==> src/rtl/acs_pkg.sv <==
// constants, field layouts and carrier types of the conversion sequencer
// assumes a single 20 MHz core clock; all times are turned into cycle counts here
package acs_pkg;

  ////////////////////////////////////////////////////////////////////////////
  // timing
  localparam int CLK_NS     = 50;
  localparam int TEMP_NS    = 53100;
  localparam int TEMP_CYC   = (TEMP_NS + CLK_NS - 1) / CLK_NS;
  localparam int SAMPLE_NS  = 4000;
  localparam int SAMPLE_CYC = (SAMPLE_NS + CLK_NS - 1) / CLK_NS;
  localparam int WAKE_NS    = 2000;
  localparam int WAKE_CYC   = (WAKE_NS + CLK_NS - 1) / CLK_NS;

  ////////////////////////////////////////////////////////////////////////////
  // modes and reset values
  localparam logic [1:0] MODE_RST    = 2'h2;
  localparam logic [1:0] MODE_EXT    = 2'h3;
  localparam logic [1:0] SCAN_FROM0  = 2'h0;
  localparam logic [1:0] SCAN_TOLAST = 2'h1;
  localparam logic [1:0] SCAN_REPEAT = 2'h2;
  localparam logic [1:0] SCAN_SINGLE = 2'h3;

  ////////////////////////////////////////////////////////////////////////////
  // serial command layout
  localparam int         CONV_BIT      = 7;
  localparam logic [7:0] NOP_BYTE      = 8'h00;
  localparam logic [1:0] DAC_PREFIX    = 2'h1;
  localparam logic [2:0] GPIO_PREFIX   = 3'h1;
  localparam logic [4:0] BYTE_BITS     = 5'h08;
  localparam logic [4:0] WORD_BITS     = 5'h10;
  localparam logic [3:0] LEAD_ZEROS    = 4'h0;
  localparam logic [4:0] NOP_PD_CNT    = 5'h02;
  localparam logic [4:0] TEMP_LOAD_CNT = 5'h16;
  localparam logic [4:0] TEMP_END_CNT  = 5'h18;

  ////////////////////////////////////////////////////////////////////////////
  // carriers
  typedef struct packed {
    logic [3:0] chsel;
    logic [1:0] scan;
    logic       temp;
  } acs_conv_cmd_t;

  typedef struct packed {
    logic        valid;
    logic [1:0]  ch;
    logic [11:0] data;
  } acs_dac_wr_t;

  typedef enum logic [4:0] {
    ST_IDLE   = 5'b00001,
    ST_WAKE   = 5'b00010,
    ST_TEMP   = 5'b00100,
    ST_SAMPLE = 5'b01000,
    ST_DONE   = 5'b10000
  } acs_seq_state_t;

endpackage

==> src/rtl/acs_dac_regs.sv <==
// dac input and output register pairs with the load strobe
// assumes load_n_i is already synchronised to core_clk_i
`timescale 1ns/1ps
module acs_dac_regs #(
  parameter int N_DAC = 4
) (
  // clock and reset
  input  wire logic                     core_clk_i,
  input  wire logic                     sys_rst_i,
  // write and load
  input  wire acs_pkg::acs_dac_wr_t     wr_i,
  input  wire logic                     load_n_i,
  // codes
  output logic [N_DAC-1:0][11:0]        code_o
);

  if (N_DAC < 1 || N_DAC > 4) begin : g_bad_n
    $error("N_DAC must be 1 to 4");
  end

  for (genvar g = 0; g < N_DAC; g++)
  begin : g_ch
    logic [11:0] in_r;
    logic [11:0] in_nxt;
    logic [11:0] out_r;
    logic [11:0] out_nxt;

    always_comb
    begin
      in_nxt = in_r;
      if (wr_i.valid && wr_i.ch == 2'(g))
      begin
        in_nxt = wr_i.data;
      end
      // copy on low, and keep following while low
      out_nxt = load_n_i ? out_r : in_r;
    end

    always_ff @(posedge core_clk_i or posedge sys_rst_i)
    begin
      if (sys_rst_i)
      begin
        in_r  <= 12'h000;
        out_r <= 12'h000;
      end
      else
      begin
        in_r  <= in_nxt;
        out_r <= out_nxt;
      end
    end

    assign code_o[g] = out_r;
  end

endmodule // acs_dac_regs

==> src/rtl/acs_sequencer.sv <==
// serial command front end and conversion sequencer of a multichannel adc
// assumes the spi pins come from another domain and are sampled here;
// the analog front end delivers adc_result_i in step with its strobes
`timescale 1ns/1ps
module acs_sequencer #(
  parameter int NUM_CH       = 16,
  parameter int FIFO_DEPTH   = 32,
  parameter int N_DAC        = 4,
  parameter int AVG_LOG2_MAX = 5,
  parameter int SAMPLE_CYC   = acs_pkg::SAMPLE_CYC,
  parameter int TEMP_CYC     = acs_pkg::TEMP_CYC,
  parameter int WAKE_CYC     = acs_pkg::WAKE_CYC,
  localparam int AW          = $clog2(FIFO_DEPTH)
) (
  // clock and reset
  input  wire logic                 core_clk_i,
  input  wire logic                 sys_rst_i,
  // serial link
  input  wire logic                 spi_sclk_i,
  input  wire logic                 spi_cs_n_i,
  input  wire logic                 spi_mosi_i,
  output logic                      spi_miso_o,
  // configuration
  input  wire logic                 clock_mode_select_hi_i,
  input  wire logic                 clock_mode_select_lo_i,
  input  wire logic                 clock_mode_load_i,
  input  wire logic                 bias_keep_on_i,
  input  wire logic                 ext_ref_i,
  input  wire logic                 bipolar_i,
  input  wire logic [2:0]           avg_log2_i,
  input  wire logic [3:0]           scan_repeat_i,
  // analog front end
  input  wire logic [11:0]          adc_result_i,
  output logic [3:0]                adc_channel_o,
  output logic                      adc_temp_o,
  output logic                      adc_sample_o,
  output logic                      analog_on_o,
  output logic                      bias_on_o,
  // status
  output logic                      conv_done_n_o,
  output logic                      busy_o,
  output logic [1:0]                clock_mode_o,
  output logic [AW:0]               fifo_count_o,
  // dac and gpio
  input  wire logic                 dac_load_n_i,
  output logic [N_DAC-1:0][11:0]    dac_code_o,
  output logic [7:0]                gpio_o
);

  if (NUM_CH < 1 || NUM_CH > 16 || FIFO_DEPTH < 2 || (FIFO_DEPTH & (FIFO_DEPTH - 1)) != 0
      || AVG_LOG2_MAX > 5 || SAMPLE_CYC < 1 || TEMP_CYC < 1 || WAKE_CYC < 1
      || SAMPLE_CYC > 65535 || TEMP_CYC > 65535 || WAKE_CYC > 65535) begin : g_bad_cfg
    $error("acs_sequencer parameters out of range");
  end

  localparam logic [15:0] T_SAMPLE = 16'(SAMPLE_CYC - 1);
  localparam logic [15:0] T_TEMP   = 16'(TEMP_CYC - 1);
  localparam logic [15:0] T_WAKE   = 16'(WAKE_CYC - 1);
  localparam logic [3:0]  LAST_CH  = 4'(NUM_CH - 1);
  localparam logic [2:0]  AVG_MAX  = 3'(AVG_LOG2_MAX);

  ////////////////////////////////////////////////////////////////////////////
  // pin synchronisers and edge detection
  logic [1:0] sclk_s, cs_s, mosi_s, ld_s;
  logic       sclk_q, cs_q;

  always_ff @(posedge core_clk_i or posedge sys_rst_i)
  begin
    if (sys_rst_i)
    begin
      sclk_s <= 2'h0;
      cs_s   <= 2'h3;
      mosi_s <= 2'h0;
      ld_s   <= 2'h3;
      sclk_q <= 1'b0;
      cs_q   <= 1'b1;
    end
    else
    begin
      sclk_s <= {sclk_s[0], spi_sclk_i};
      cs_s   <= {cs_s[0], spi_cs_n_i};
      mosi_s <= {mosi_s[0], spi_mosi_i};
      ld_s   <= {ld_s[0], dac_load_n_i};
      sclk_q <= sclk_s[1];
      cs_q   <= cs_s[1];
    end
  end

  logic rise, fall, cs_sel, cs_fall, cs_rise;
  assign rise    = sclk_s[1] & ~sclk_q;
  assign fall    = ~sclk_s[1] & sclk_q;
  assign cs_sel  = ~cs_s[1];
  assign cs_fall = ~cs_s[1] & cs_q;
  assign cs_rise = cs_s[1] & ~cs_q;

  ////////////////////////////////////////////////////////////////////////////
  // command receiver
  logic [15:0]          rx_sh_r, rx_sh_nxt, rx_bit;
  logic [4:0]           bit_cnt_r, bit_cnt_nxt, cnt_inc;
  logic [7:0]           gpio_r, gpio_nxt;
  logic                 conv_ev, nop_ev;
  acs_pkg::acs_dac_wr_t dac_wr;
  acs_pkg::acs_conv_cmd_t rx_cmd;

  assign rx_bit = {rx_sh_r[14:0], mosi_s[1]};
  assign cnt_inc = bit_cnt_r + 5'h01;
  assign rx_cmd = acs_pkg::acs_conv_cmd_t'(rx_bit[6:0]);

  always_comb
  begin
    rx_sh_nxt   = rx_sh_r;
    bit_cnt_nxt = bit_cnt_r;
    gpio_nxt    = gpio_r;
    conv_ev     = 1'b0;
    nop_ev      = 1'b0;
    dac_wr      = '0;
    if (cs_rise)
    begin
      bit_cnt_nxt = 5'h00;
    end
    else if (rise && cs_sel)
    begin
      rx_sh_nxt   = rx_bit;
      bit_cnt_nxt = cnt_inc;
      if (cnt_inc == acs_pkg::BYTE_BITS)
      begin
        bit_cnt_nxt = 5'h00;
        if (rx_bit[acs_pkg::CONV_BIT])
          conv_ev = 1'b1;
        else if (rx_bit[7:0] == acs_pkg::NOP_BYTE)
          nop_ev = 1'b1;
        else if (rx_bit[7:6] == acs_pkg::DAC_PREFIX || rx_bit[7:5] == acs_pkg::GPIO_PREFIX)
          bit_cnt_nxt = cnt_inc;
      end
      else if (cnt_inc == acs_pkg::WORD_BITS)
      begin
        bit_cnt_nxt = 5'h00;
        // taken whatever the sequencer is doing
        dac_wr.valid = (rx_bit[15:14] == acs_pkg::DAC_PREFIX);
        dac_wr.ch    = rx_bit[13:12];
        dac_wr.data  = rx_bit[11:0];
        if (rx_bit[15:13] == acs_pkg::GPIO_PREFIX)
          gpio_nxt = rx_bit[7:0];
      end
    end
  end

  always_ff @(posedge core_clk_i or posedge sys_rst_i)
  begin
    if (sys_rst_i)
    begin
      rx_sh_r   <= 16'h0000;
      bit_cnt_r <= 5'h00;
      gpio_r    <= 8'h00;
    end
    else
    begin
      rx_sh_r   <= rx_sh_nxt;
      bit_cnt_r <= bit_cnt_nxt;
      gpio_r    <= gpio_nxt;
    end
  end

  ////////////////////////////////////////////////////////////////////////////
  // clock mode
  logic [1:0] mode_r, mode_nxt;
  logic       ext;

  always_comb
  begin
    mode_nxt = clock_mode_load_i ? {clock_mode_select_hi_i, clock_mode_select_lo_i} : mode_r;
  end

  always_ff @(posedge core_clk_i or posedge sys_rst_i)
  begin
    if (sys_rst_i)
      mode_r <= acs_pkg::MODE_RST;
    else
      mode_r <= mode_nxt;
  end

  assign ext = (mode_r == acs_pkg::MODE_EXT);

  ////////////////////////////////////////////////////////////////////////////
  // internally timed scan sequencer
  acs_pkg::acs_seq_state_t st_r, st_nxt;
  acs_pkg::acs_conv_cmd_t  cmd_r, cmd_nxt;
  logic [3:0]  ch_r, ch_nxt, rep_r, rep_nxt, rep_m1;
  logic [4:0]  avg_r, avg_nxt, navg_m1;
  logic [16:0] acc_r, acc_nxt, acc_sum, res_ext, avg_sh;
  logic [15:0] tmr_r, tmr_nxt;
  logic [11:0] push_data;
  logic [2:0]  avg_l;
  logic        eoc_n_r, eoc_n_nxt, push, flush, sample, done, last;

  assign avg_l   = (avg_log2_i > AVG_MAX) ? AVG_MAX : avg_log2_i;
  assign navg_m1 = 5'((6'h01 << avg_l) - 6'h01);
  assign rep_m1  = (scan_repeat_i == 4'h0) ? 4'h0 : scan_repeat_i - 4'h1;
  assign res_ext = {{5{bipolar_i & adc_result_i[11]}}, adc_result_i};
  assign acc_sum = acc_r + res_ext;
  assign avg_sh  = bipolar_i ? 17'($signed(acc_sum) >>> avg_l) : acc_sum >> avg_l;
  assign last    = (cmd_r.scan == acs_pkg::SCAN_FROM0)  ? (ch_r == cmd_r.chsel) :
                   (cmd_r.scan == acs_pkg::SCAN_TOLAST) ? (ch_r == LAST_CH) :
                   (cmd_r.scan == acs_pkg::SCAN_REPEAT) ? (rep_r == rep_m1) : 1'b1;

  always_comb
  begin
    st_nxt    = st_r;
    cmd_nxt   = cmd_r;
    ch_nxt    = ch_r;
    rep_nxt   = rep_r;
    avg_nxt   = avg_r;
    acc_nxt   = acc_r;
    tmr_nxt   = (tmr_r != 16'h0000) ? tmr_r - 16'h0001 : tmr_r;
    push      = 1'b0;
    push_data = adc_result_i;
    flush     = 1'b0;
    sample    = 1'b0;
    done      = 1'b0;
    unique case (st_r)
      acs_pkg::ST_IDLE:
        if (conv_ev && !ext)
        begin
          cmd_nxt = rx_cmd;
          ch_nxt  = (rx_cmd.scan == acs_pkg::SCAN_FROM0) ? 4'h0 : rx_cmd.chsel;
          rep_nxt = 4'h0;
          avg_nxt = 5'h00;
          acc_nxt = 17'h00000;
          flush   = 1'b1;
          // wake, then temperature, then samples add up to the scan time
          if (ext_ref_i)
          begin
            st_nxt  = acs_pkg::ST_WAKE;
            tmr_nxt = T_WAKE;
          end
          else if (rx_cmd.temp)
          begin
            st_nxt  = acs_pkg::ST_TEMP;
            tmr_nxt = T_TEMP;
          end
          else
          begin
            st_nxt  = acs_pkg::ST_SAMPLE;
            tmr_nxt = T_SAMPLE;
          end
        end
        else if (conv_ev && !rx_cmd.temp)
          ch_nxt = rx_cmd.chsel;
      acs_pkg::ST_WAKE:
        if (tmr_r == 16'h0000)
        begin
          st_nxt  = cmd_r.temp ? acs_pkg::ST_TEMP : acs_pkg::ST_SAMPLE;
          tmr_nxt = cmd_r.temp ? T_TEMP : T_SAMPLE;
        end
      acs_pkg::ST_TEMP:
        if (tmr_r == 16'h0000)
        begin
          push    = 1'b1;
          st_nxt  = acs_pkg::ST_SAMPLE;
          tmr_nxt = T_SAMPLE;
        end
      acs_pkg::ST_SAMPLE:
        if (tmr_r == 16'h0000)
        begin
          sample  = 1'b1;
          tmr_nxt = T_SAMPLE;
          if (avg_r == navg_m1)
          begin
            push      = 1'b1;
            push_data = avg_sh[11:0];
            acc_nxt   = 17'h00000;
            avg_nxt   = 5'h00;
            if (last)
              st_nxt = acs_pkg::ST_DONE;
            else if (cmd_r.scan == acs_pkg::SCAN_REPEAT)
              rep_nxt = rep_r + 4'h1;
            else
              ch_nxt = ch_r + 4'h1;
          end
          else
          begin
            acc_nxt = acc_sum;
            avg_nxt = avg_r + 5'h01;
          end
        end
      acs_pkg::ST_DONE:
      begin
        st_nxt = acs_pkg::ST_IDLE;
        done   = 1'b1;
      end
      default:
        st_nxt = acs_pkg::ST_IDLE;
    endcase
    // completion beats a chip select fall in the same cycle
    eoc_n_nxt = done ? 1'b0 : (cs_fall ? 1'b1 : eoc_n_r);
  end

  always_ff @(posedge core_clk_i or posedge sys_rst_i)
  begin
    if (sys_rst_i)
    begin
      st_r    <= acs_pkg::ST_IDLE;
      cmd_r   <= '0;
      ch_r    <= 4'h0;
      rep_r   <= 4'h0;
      avg_r   <= 5'h00;
      acc_r   <= 17'h00000;
      tmr_r   <= 16'h0000;
      eoc_n_r <= 1'b1;
    end
    else
    begin
      st_r    <= st_nxt;
      cmd_r   <= cmd_nxt;
      ch_r    <= ch_nxt;
      rep_r   <= rep_nxt;
      avg_r   <= avg_nxt;
      acc_r   <= acc_nxt;
      tmr_r   <= tmr_nxt;
      eoc_n_r <= eoc_n_nxt;
    end
  end

  ////////////////////////////////////////////////////////////////////////////
  // result fifo
  logic [11:0] mem_r [FIFO_DEPTH];
  logic [AW-1:0] wp_r, wp_nxt, rp_r, rp_nxt;
  logic [AW:0]   fcnt_r, fcnt_nxt;
  logic          push_ok, pop, pop_ok;
  logic [11:0]   head;

  assign push_ok = push & (fcnt_r != (AW+1)'(FIFO_DEPTH));
  assign pop_ok  = pop & (fcnt_r != '0);
  assign head    = mem_r[rp_r];

  always_comb
  begin
    wp_nxt   = push_ok ? wp_r + AW'(1) : wp_r;
    rp_nxt   = pop_ok ? rp_r + AW'(1) : rp_r;
    fcnt_nxt = fcnt_r + (AW+1)'(push_ok) - (AW+1)'(pop_ok);
    if (flush)
    begin
      wp_nxt   = '0;
      rp_nxt   = '0;
      fcnt_nxt = '0;
    end
  end

  always_ff @(posedge core_clk_i or posedge sys_rst_i)
  begin
    if (sys_rst_i)
    begin
      wp_r   <= '0;
      rp_r   <= '0;
      fcnt_r <= '0;
    end
    else
    begin
      wp_r   <= wp_nxt;
      rp_r   <= rp_nxt;
      fcnt_r <= fcnt_nxt;
    end
  end

  always_ff @(posedge core_clk_i)
  begin
    if (push_ok)
      mem_r[wp_r] <= push_data;
  end

  ////////////////////////////////////////////////////////////////////////////
  // mode 11 nop tracking and serial output
  logic [15:0] out_sh_r, sh_nxt;
  logic [4:0]  out_cnt_r, oc_nxt, nop_r, nop_nxt;
  logic        temp11_r, temp11_nxt, a11_r, a11_nxt;

  always_comb
  begin
    nop_nxt    = nop_r;
    temp11_nxt = temp11_r;
    a11_nxt    = a11_r;
    if (conv_ev && ext)
    begin
      nop_nxt    = 5'h00;
      temp11_nxt = rx_cmd.temp;
      a11_nxt    = 1'b1;
    end
    else if (nop_ev && ext && a11_r)
    begin
      nop_nxt = (nop_r == 5'h1F) ? nop_r : nop_r + 5'h01;
      if (!temp11_r && nop_nxt == acs_pkg::NOP_PD_CNT)
        a11_nxt = 1'b0;
      if (temp11_r && nop_nxt == acs_pkg::TEMP_END_CNT)
        a11_nxt = 1'b0;
    end
  end

  always_comb
  begin
    sh_nxt = out_sh_r;
    oc_nxt = out_cnt_r;
    pop    = 1'b0;
    if (conv_ev && ext && !rx_cmd.temp)
    begin
      sh_nxt = {acs_pkg::LEAD_ZEROS, adc_result_i};
      oc_nxt = acs_pkg::WORD_BITS;
    end
    else if (nop_ev && ext && temp11_r && nop_nxt == acs_pkg::TEMP_LOAD_CNT)
    begin
      sh_nxt = {acs_pkg::LEAD_ZEROS, adc_result_i};
      oc_nxt = acs_pkg::WORD_BITS;
    end
    else if (ext)
    begin
      // keeps shifting across a short chip select pulse
      if (rise && out_cnt_r != 5'h00)
      begin
        sh_nxt = {out_sh_r[14:0], 1'b0};
        oc_nxt = out_cnt_r - 5'h01;
      end
    end
    else if (cs_fall && out_cnt_r == 5'h00 && fcnt_r != '0 && st_r == acs_pkg::ST_IDLE)
    begin
      sh_nxt = {acs_pkg::LEAD_ZEROS, head};
      oc_nxt = acs_pkg::WORD_BITS;
    end
    else if (fall && cs_sel && out_cnt_r != 5'h00)
    begin
      sh_nxt = {out_sh_r[14:0], 1'b0};
      oc_nxt = out_cnt_r - 5'h01;
      pop    = (out_cnt_r == 5'h01);
    end
    else if (cs_rise && out_cnt_r == acs_pkg::WORD_BITS)
      oc_nxt = 5'h00;
    else if (cs_rise && out_cnt_r > acs_pkg::BYTE_BITS)
    begin
      sh_nxt = {head[7:0], 8'h00};
      oc_nxt = acs_pkg::BYTE_BITS;
    end
    else if (cs_rise && out_cnt_r != 5'h00 && out_cnt_r < acs_pkg::BYTE_BITS)
    begin
      pop    = 1'b1;
      oc_nxt = 5'h00;
    end
  end

  always_ff @(posedge core_clk_i or posedge sys_rst_i)
  begin
    if (sys_rst_i)
    begin
      out_sh_r  <= 16'h0000;
      out_cnt_r <= 5'h00;
      nop_r     <= 5'h00;
      temp11_r  <= 1'b0;
      a11_r     <= 1'b0;
    end
    else
    begin
      out_sh_r  <= sh_nxt;
      out_cnt_r <= oc_nxt;
      nop_r     <= nop_nxt;
      temp11_r  <= temp11_nxt;
      a11_r     <= a11_nxt;
    end
  end

  ////////////////////////////////////////////////////////////////////////////
  // dac registers
  acs_dac_regs #(
    .N_DAC      (N_DAC)
  ) u_dac (
    .core_clk_i (core_clk_i),
    .sys_rst_i  (sys_rst_i),
    .wr_i       (dac_wr),
    .load_n_i   (ld_s[1]),
    .code_o     (dac_code_o)
  );

  ////////////////////////////////////////////////////////////////////////////
  // outputs
  assign spi_miso_o    = out_sh_r[15];
  assign adc_channel_o = ch_r;
  assign adc_temp_o    = (st_r == acs_pkg::ST_TEMP) | (ext & temp11_r & a11_r);
  assign adc_sample_o  = sample | (conv_ev & ext & ~rx_cmd.temp);
  assign analog_on_o   = (st_r != acs_pkg::ST_IDLE) | a11_r;
  assign bias_on_o     = analog_on_o | bias_keep_on_i;
  assign conv_done_n_o = eoc_n_r;
  assign busy_o        = (st_r != acs_pkg::ST_IDLE);
  assign clock_mode_o  = mode_r;
  assign fifo_count_o  = fcnt_r;
  assign gpio_o        = gpio_r;

endmodule // acs_sequencer

==> config.mk <==
export PLATFORM = sky130hd
export DESIGN_NAME = acs_sequencer
export DESIGN_NICKNAME = d
export VERILOG_FILES = /design/src/rtl/acs_pkg.sv /design/src/rtl/acs_dac_regs.sv /design/src/rtl/acs_sequencer.sv
export SDC_FILE = /design/constraint.sdc
export NUM_CORES = 1
export LEC_CHECK = 0
export ABC_AREA = 1
export BUFFER_PORTS_ARGS = -buffer_cell sky130_fd_sc_hd__buf_2
export CORE_MARGIN = 8
export CORE_UTILIZATION = 50
export DETAILED_ROUTE_END_ITERATION = 10
export PLACE_DENSITY_LB_ADDON = 0.25
export SETUP_SLACK_MARGIN = 0.2
export SLEW_MARGIN = 30
export SYNTH_ARGS = -nofsm -noshare
export SYNTH_HDL_FRONTEND = slang
export SYNTH_SLANG_ARGS = --single-unit
==> constraint.sdc <==
create_clock -name core_clk_i -period 19.44 [get_ports core_clk_i]
set_input_delay 0.972 -clock core_clk_i [delete_from_list [all_inputs] [get_ports core_clk_i]]
set_output_delay 0.972 -clock core_clk_i [all_outputs]
set_load 0.005 [all_outputs]
[Word-level counts from Yosys, hierarchy flattened]
Memory sizes are Yosys's and may differ from the RTL's.
Cells that the tools add are included.
Word-level totals
  register bits: 239
  memory bits (writable): 384
  input bits: 31
  output and inout port bits: 75
  logic and storage cells: 297
  memories kept: 1
Cells by class
  $add $sub $neg: 14
  order comparisons: 3
  equal/unequal tests: 41
  shift operators: 3
  mux-type cells: 118
  bitwise logic cells: 22
  reductions and logical operators: 59
Memory list
  mem_r: depth 32, bits a word 12, rd ports 1, clocked after memory_dff 0, write ports 1, RTL line acs_sequencer.sv:326  | logic [11:0] mem_r [FIFO_DEPTH];
Operators by type and width (count)
  2-to-1 mux 16 bit: 12
  2-to-1 mux 5 bit: 32
  2-to-1 mux 4 bit: 16
  2-to-1 mux 15 bit: 4
  2-to-1 mux 17 bit: 3
  2-to-1 mux 12 bit: 4
  case mux 16 bit (3 select lines): 1
  2-to-1 mux 1 bit: 35
  case mux 17 bit (2 select lines): 1
  2-to-1 mux 11 bit: 3
  equality test 5 bit (second input constant): 6
  adder 5 x 1 -> 5 bit (second input constant): 5
  logical AND 1 bit: 25
  case mux 5 bit (4 select lines): 1
  != test 2 bit (second input constant): 9
  AND reduction 6 bit: 3
  adder 17 bit: 1
  right shift 17 x 3 -> 12 bit: 1
  >>> shifter 17 x 3 -> 12 bit: 1
  zero test 16 bit: 1
  case mux 4 bit (2 select lines): 2
  nonzero test 16 bit: 1
  subtractor 16 x 1 -> 16 bit (second input constant): 1
  != test 6 bit (second input constant): 2
  44 further kinds: 90

[Depth between registers and ports, before layout]
  word-level depth: 17
  gate-level depth with buffers: 23

[Modules after synthesis]
Synthesis repeated with hierarchy kept, for this count alone.
Second synthesis, totals
  cells, all modules: 2948
  area total of the unflattened synthesis: 28666.2 um^2
Modules (own cells, without submodules)
  acs_sequencer: times used 1, cells each 2527, area an instance 24735.0 um^2, seq. area each 15119.5 um^2
  acs_dac_regs: times used 1, cells each 421, area an instance 3931.3 um^2, seq. area each 2402.3 um^2

[Least setup slack after synthesis]
Ideal clock, no wire load.
  path kind: in2reg
  start: input adc_result_i[0]
  end: memory mem_r[0][8], data pin
  setup time: 0.454 ns
  arrival: 3.901 ns
  data required time: 18.986 ns
  path slack: 15.085 ns
  cell stages on the path: 13
  buffers on the path: 0
  cell sequence: ha_1 > fa_1 > nand3_1 > nand2_1 > a21oi_1 > o21ai_0 > xor2_1 > inv_1 > nand2_1 > nand2_1 > nand2_1 > nand3_1 > o21ai_0
On the way
  cells in the longest elaborated chain, start to end: 6
Ends and longest elaborated chain
  from (decl): RTL line acs_sequencer.sv:33  | input wire logic [11:0] adc_result_i,
  adder 17 bit (*): RTL line acs_sequencer.sv:200  | assign acc_sum = acc_r + res_ext;
  right shift 17 x 3 -> 12 bit / >>> shifter 17 x 3 -> 12 bit (equally long branches): RTL line acs_sequencer.sv:201  | assign avg_sh = bipolar_i ? 17'($signed(acc_sum) >>> avg_l) : acc_sum >> avg_l;
  2-to-1 mux 12 bit (*): RTL line acs_sequencer.sv:201
  2-to-1 mux 12 bit (*): RTL line acs_sequencer.sv:267  | if (avg_r == navg_m1)
  2-to-1 mux 12 bit (*): RTL line acs_sequencer.sv:263  | if (tmr_r == 16'h0000)
  2-to-1 mux 12 bit (*): RTL line acs_sequencer.sv:220  | unique case (st_r)
  net push_data[8]: RTL line acs_sequencer.sv:192  | logic [11:0] push_data;
  to (decl): RTL line acs_sequencer.sv:326
The timed path passes the listed nets; every way through them passes the cells marked *.

[Worst setup path after layout]
  start: input avg_log2_i[2]
  end: register fcnt_r[4] (netlist: fifo_count_o[4])
On the way
  cells in the longest elaborated chain, start to end: 12
Ends and longest elaborated chain
  from (decl): RTL line acs_sequencer.sv:30  | input wire logic [2:0] avg_log2_i,
  greater-than comparator 3 bit: RTL line acs_sequencer.sv:196  | assign avg_l = (avg_log2_i > AVG_MAX) ? AVG_MAX : avg_log2_i;
  2-to-1 mux 3 bit (*): RTL line acs_sequencer.sv:196
  left shift 1 x 3 -> 5 bit (*): RTL line acs_sequencer.sv:197  | assign navg_m1 = 5'((6'h01 << avg_l) - 6'h01);
  subtractor 5 x 1 -> 5 bit (*): RTL line acs_sequencer.sv:197
  equality test 5 bit (*): RTL line acs_sequencer.sv:267
  2-to-1 mux 1 bit (*): RTL line acs_sequencer.sv:267
  2-to-1 mux 1 bit (*): RTL line acs_sequencer.sv:263
  case mux 1 bit (2 select lines) (*): RTL line acs_sequencer.sv:220
  bitwise AND 1 bit (*): RTL line acs_sequencer.sv:332  | assign push_ok = push & (fcnt_r != (AW+1)'(FIFO_DEPTH));
  adder 6 x 1 -> 6 bit (*): RTL line acs_sequencer.sv:340  | fcnt_nxt = fcnt_r + (AW+1)'(push_ok) - (AW+1)'(pop_ok);
  subtractor 6 x 1 -> 6 bit (*): RTL line acs_sequencer.sv:340
  2-to-1 mux 6 bit (*): RTL line acs_sequencer.sv:341  | if (flush)
  net fcnt_nxt[4]: RTL line acs_sequencer.sv:328  | logic [AW:0] fcnt_r, fcnt_nxt;
  to (signal assigned): RTL line acs_sequencer.sv:361  | fcnt_r <= fcnt_nxt;
  to (decl): RTL line acs_sequencer.sv:328
Marks and branches as above.
A chain may end at the register's enable or synchronous reset.

==> out/results.tsv <==
stage	metric	value	unit
run_status	status	complete, no violations	
clock_network	clock slew at reported path FFs	0.06	ns
timing	max-slew violation count	0	
global_routing	initial antenna violation count	0	
timing	unrepaired setup endpoints after global routing	no	
clock_network	clk sinks	623	
finish	fraction of layout cells with a size suffix above 1	12.7	%
finish	Storage cell area	17500	um2
clock_network	Clock Latency Late Sink	0.62	ns
floorplanning	Initial Utilization	50.3	%
floorplanning	# IOs	106	
timing	Fin Setup TNS	0	ns
setup_path	Crit Path Class	input port to flop	
detailed_routing	Vias	20800	
finish	most common cell after layout, fill and taps aside	nand2_1	
finish	most frequent cells in the layout	nand2_1, nor2_1, edfxtp_1	
detailed_routing	First DRT Iteration DRCs	1918	
setup_path	Worst Setup End Kind	flop	
global_routing	largest net degree at the start of global routing	97	
floorplanning	Die Height	254	um
setup_path	CP required	19.94	ns
pwr	Cell Pwr Density	128	nW/um2
place	RePlAce Congestion	0.900	
timing	Max-Slew Margin vs Limit	35.4	%
clock_network	hold_buf cts	0	
pwr	P_leak	13.5	nW
timing	crit path time final	4.25	ns
synth	Cell Area, Synth	28200	um2
detailed_routing	DRC	0	
setup_path	Startpoint Class	input port	
pwr	maximum VDD drop	0.0656	mV
detailed_routing	post-route ant nets	0	
detailed_routing	drt first pass iters	6	
timing	Fin. Hold Viols	0	
detailed_routing	vias per cell	5.60	
synth	sequential share of the synthesized area	62.1	%
detailed_routing	routed wire length	73.9	mm
floorplanning	die area	64300	um2
clock_network	total CTS buffers	67	
place	post-detail-place hpwl	48.2	mm
clock_network	H-tree lvl count	3	
clock_network	Longest Clk Path Bufs	3	
floorplanning	FP Rows	87	
clock_network	CTS Root Cell	clkbuf_16	
synth	Synth cell types	52	
floorplanning	die width	254	um
min_path	Worst Hold Class	flop to flop	
global_routing	vias in the first global route	20500	
synth	post-synth top area cell	edfxtp_1	
synth	Seq cells post-synth	623	
global_routing	GRT Util Overall	22.8	%
synth	Synth Net Count	2899	
finish	Post-layout nets	2983	
timing	Final period util	21.8	%
finish	fillers	4761	
place	port bufs	105	
finish	Layout area overhead	12.6	%
finish	area of the multi-input gates	9410	um2
run	max-cap violations	0	
global_routing	total grt overflow	0	
clock_network	CTS resizes	0	
synth	Gate Count Post-Synth	2825	
timing	Worst-Margin Slew	0.967	ns
timing	clock skew	0.0268	ns
finish	ant diodes	0	
clock_network	Post-CTS Setup Repair Bufs	0	
setup_path	Worst EP arrival	4.75	ns
global_routing	global-route wire length before repair	115	mm
timing	Final setup viols	0	
setup_path	crit path max fanout	15	
finish	Layout Cell Area excl Fill	31800	um2
synth	Synth area leaders	edfxtp_1, dfrtp_1, nand2_1	
synth	Avg Synthesized Cell Area	9.98	um2
detailed_routing	post-DR wirelength/cell	19.9	um
synth	Synthesis Warnings	0	
clock_network	TritonCTS clock tree	built	
synth	post-synth top area share	40.9	%
timing	FMAX	0.235	GHz
floorplanning	core area	56100	um2
place	DP Area	29400	um2
cells in the mapped netlist, drive strengths merged:
master and instances:
clkbuf 72, a211oi 2, o21ai 300, fa 2
xor2 30, a21oi 107, dfrtp 231, mux2 50
nor4 2, nand3b 8, ha 41, o2111ai 2
a31oi 2, a22o 5, nand2 506, and2 1
a21o 2, nand3 203, inv 226, o31ai 7
nor3 23, dfstp 8, buf 44, nor2 454
xnor2 12, o21a 1, o32ai 1, nand4 28
o221ai 5, o211ai 36, o22a 1, edfxtp 384
o22ai 17, or2 7, clkinv 3, a21boi 2
area by class of cell:
cell class	instances	area share (%)
clock buffer	88	5.75
sequential	623	55.2
timing repair buffer	131	2.40
multi-input combinational	1857	29.6
clock inverter	33	1.29
tap	756	2.98
inverter	229	2.74
logic make-up (layout without fill, tap and decap cells):
logic type / after synthesis / after routing / share of synthesized area (%)
multiplexers: 50 / 50 / 2.00
adder cells (fa/ha/maj): 43 / 43 / 1.96
AND/OR/NAND/NOR: 1232 / 1232 / 18.3
AO/OA/AOI/OAI: 490 / 490 / 9.50
buffers and inverters: 345 / 481 / 4.79
XOR/XNOR: 42 / 42 / 1.30
flip-flops: 623 / 623 / 62.1
per-layer routing:
layer	GRT usage [%]	up-vias	share of wire, %	wire length (um)
met4	7.46	0	2.7	2020
met1	31.2	10200	43	31700
li1	-	9763	-	-
met2	36.9	743	47	35000
met5	0	-	0	0
met3	3.77	123	7.0	5180
report_power, final:
| group | internal [mW] | switching (mW) | leakage (nW) | total (mW) |
|---|---|---|---|---|
| Sequential | 1.47 | 0.0804 | 6.60 | 1.55 |
| Combinational | 0.369 | 0.867 | 5.78 | 1.24 |
| Clock | 0.753 | 0.535 | 1.08 | 1.29 |
| Total | 2.59 | 1.48 | 13.5 | 4.07 |
sequential cells by signal, summed over array words and instances, names as in the netlist, 6 cells and up:
| name | flops |
|---|---|
| acc_r | 17 |
| cmd_r | 7 |
| fifo_count_o | 6 |
| gpio_o | 8 |
| mem_r | 384 |
| out_sh_r | 16 |
| rx_sh_r | 15 |
| tmr_r | 16 |
| u_dac.g_ch.in_r | 48 |
| u_dac.g_ch.out_r | 48 |
worst max-delay path: stages:
cell and delay, ns:
buf_2 0.17, nor2_1 0.58, nand2_1 0.15, xor2_1 0.16, nand4_1 0.25, nor2_4 0.38, inv_2 0.22, o21ai_2 0.11
nand2_2 0.13, ha_1 0.31, inv_1 0.04, ha_1 0.21, fa_1 0.42, nand2_1 0.08, inv_1 0.05, nor2_1 0.08
nor2_1 0.04, nor2_1 0.12, xor2_1 0.18, nor2_1 0.06
stage by stage:
stage	hold slack [ns]	util, %	worst slack [ns]	std cells	total power [mW]
after global placement	0.334	52.5	14.62	3594	2.76
after global routing	0.360	56.6	14.93	3717	4.29
after floorplan	0.331	-	11.92	2825	2.40
after detailed placement	0.335	52.5	14.56	3594	2.78
after CTS	0.348	56.5	15.22	3715	4.07
final	0.347	56.6	15.19	3717	4.07
worst paths after layout:
kind | from | end | slack (ns) | cells past startpoint
max | avg_log2_i[2] | fifo_count_o[4] | 15.19 | 20
min | mosi_s[0] | mosi_s[1] | 0.35 | 0
max reg2reg | tmr_r[0] | fifo_count_o[4] | 15.34 | 22
min reg2reg | mosi_s[0] | mosi_s[1] | 0.35 | 0
max in group asynchronous | sys_rst_i | acc_r[16] | 17.15 | 4
min in group asynchronous | sys_rst_i | tmr_r[15] | 0.44 | 2
(Power assumes the default switching activity.)
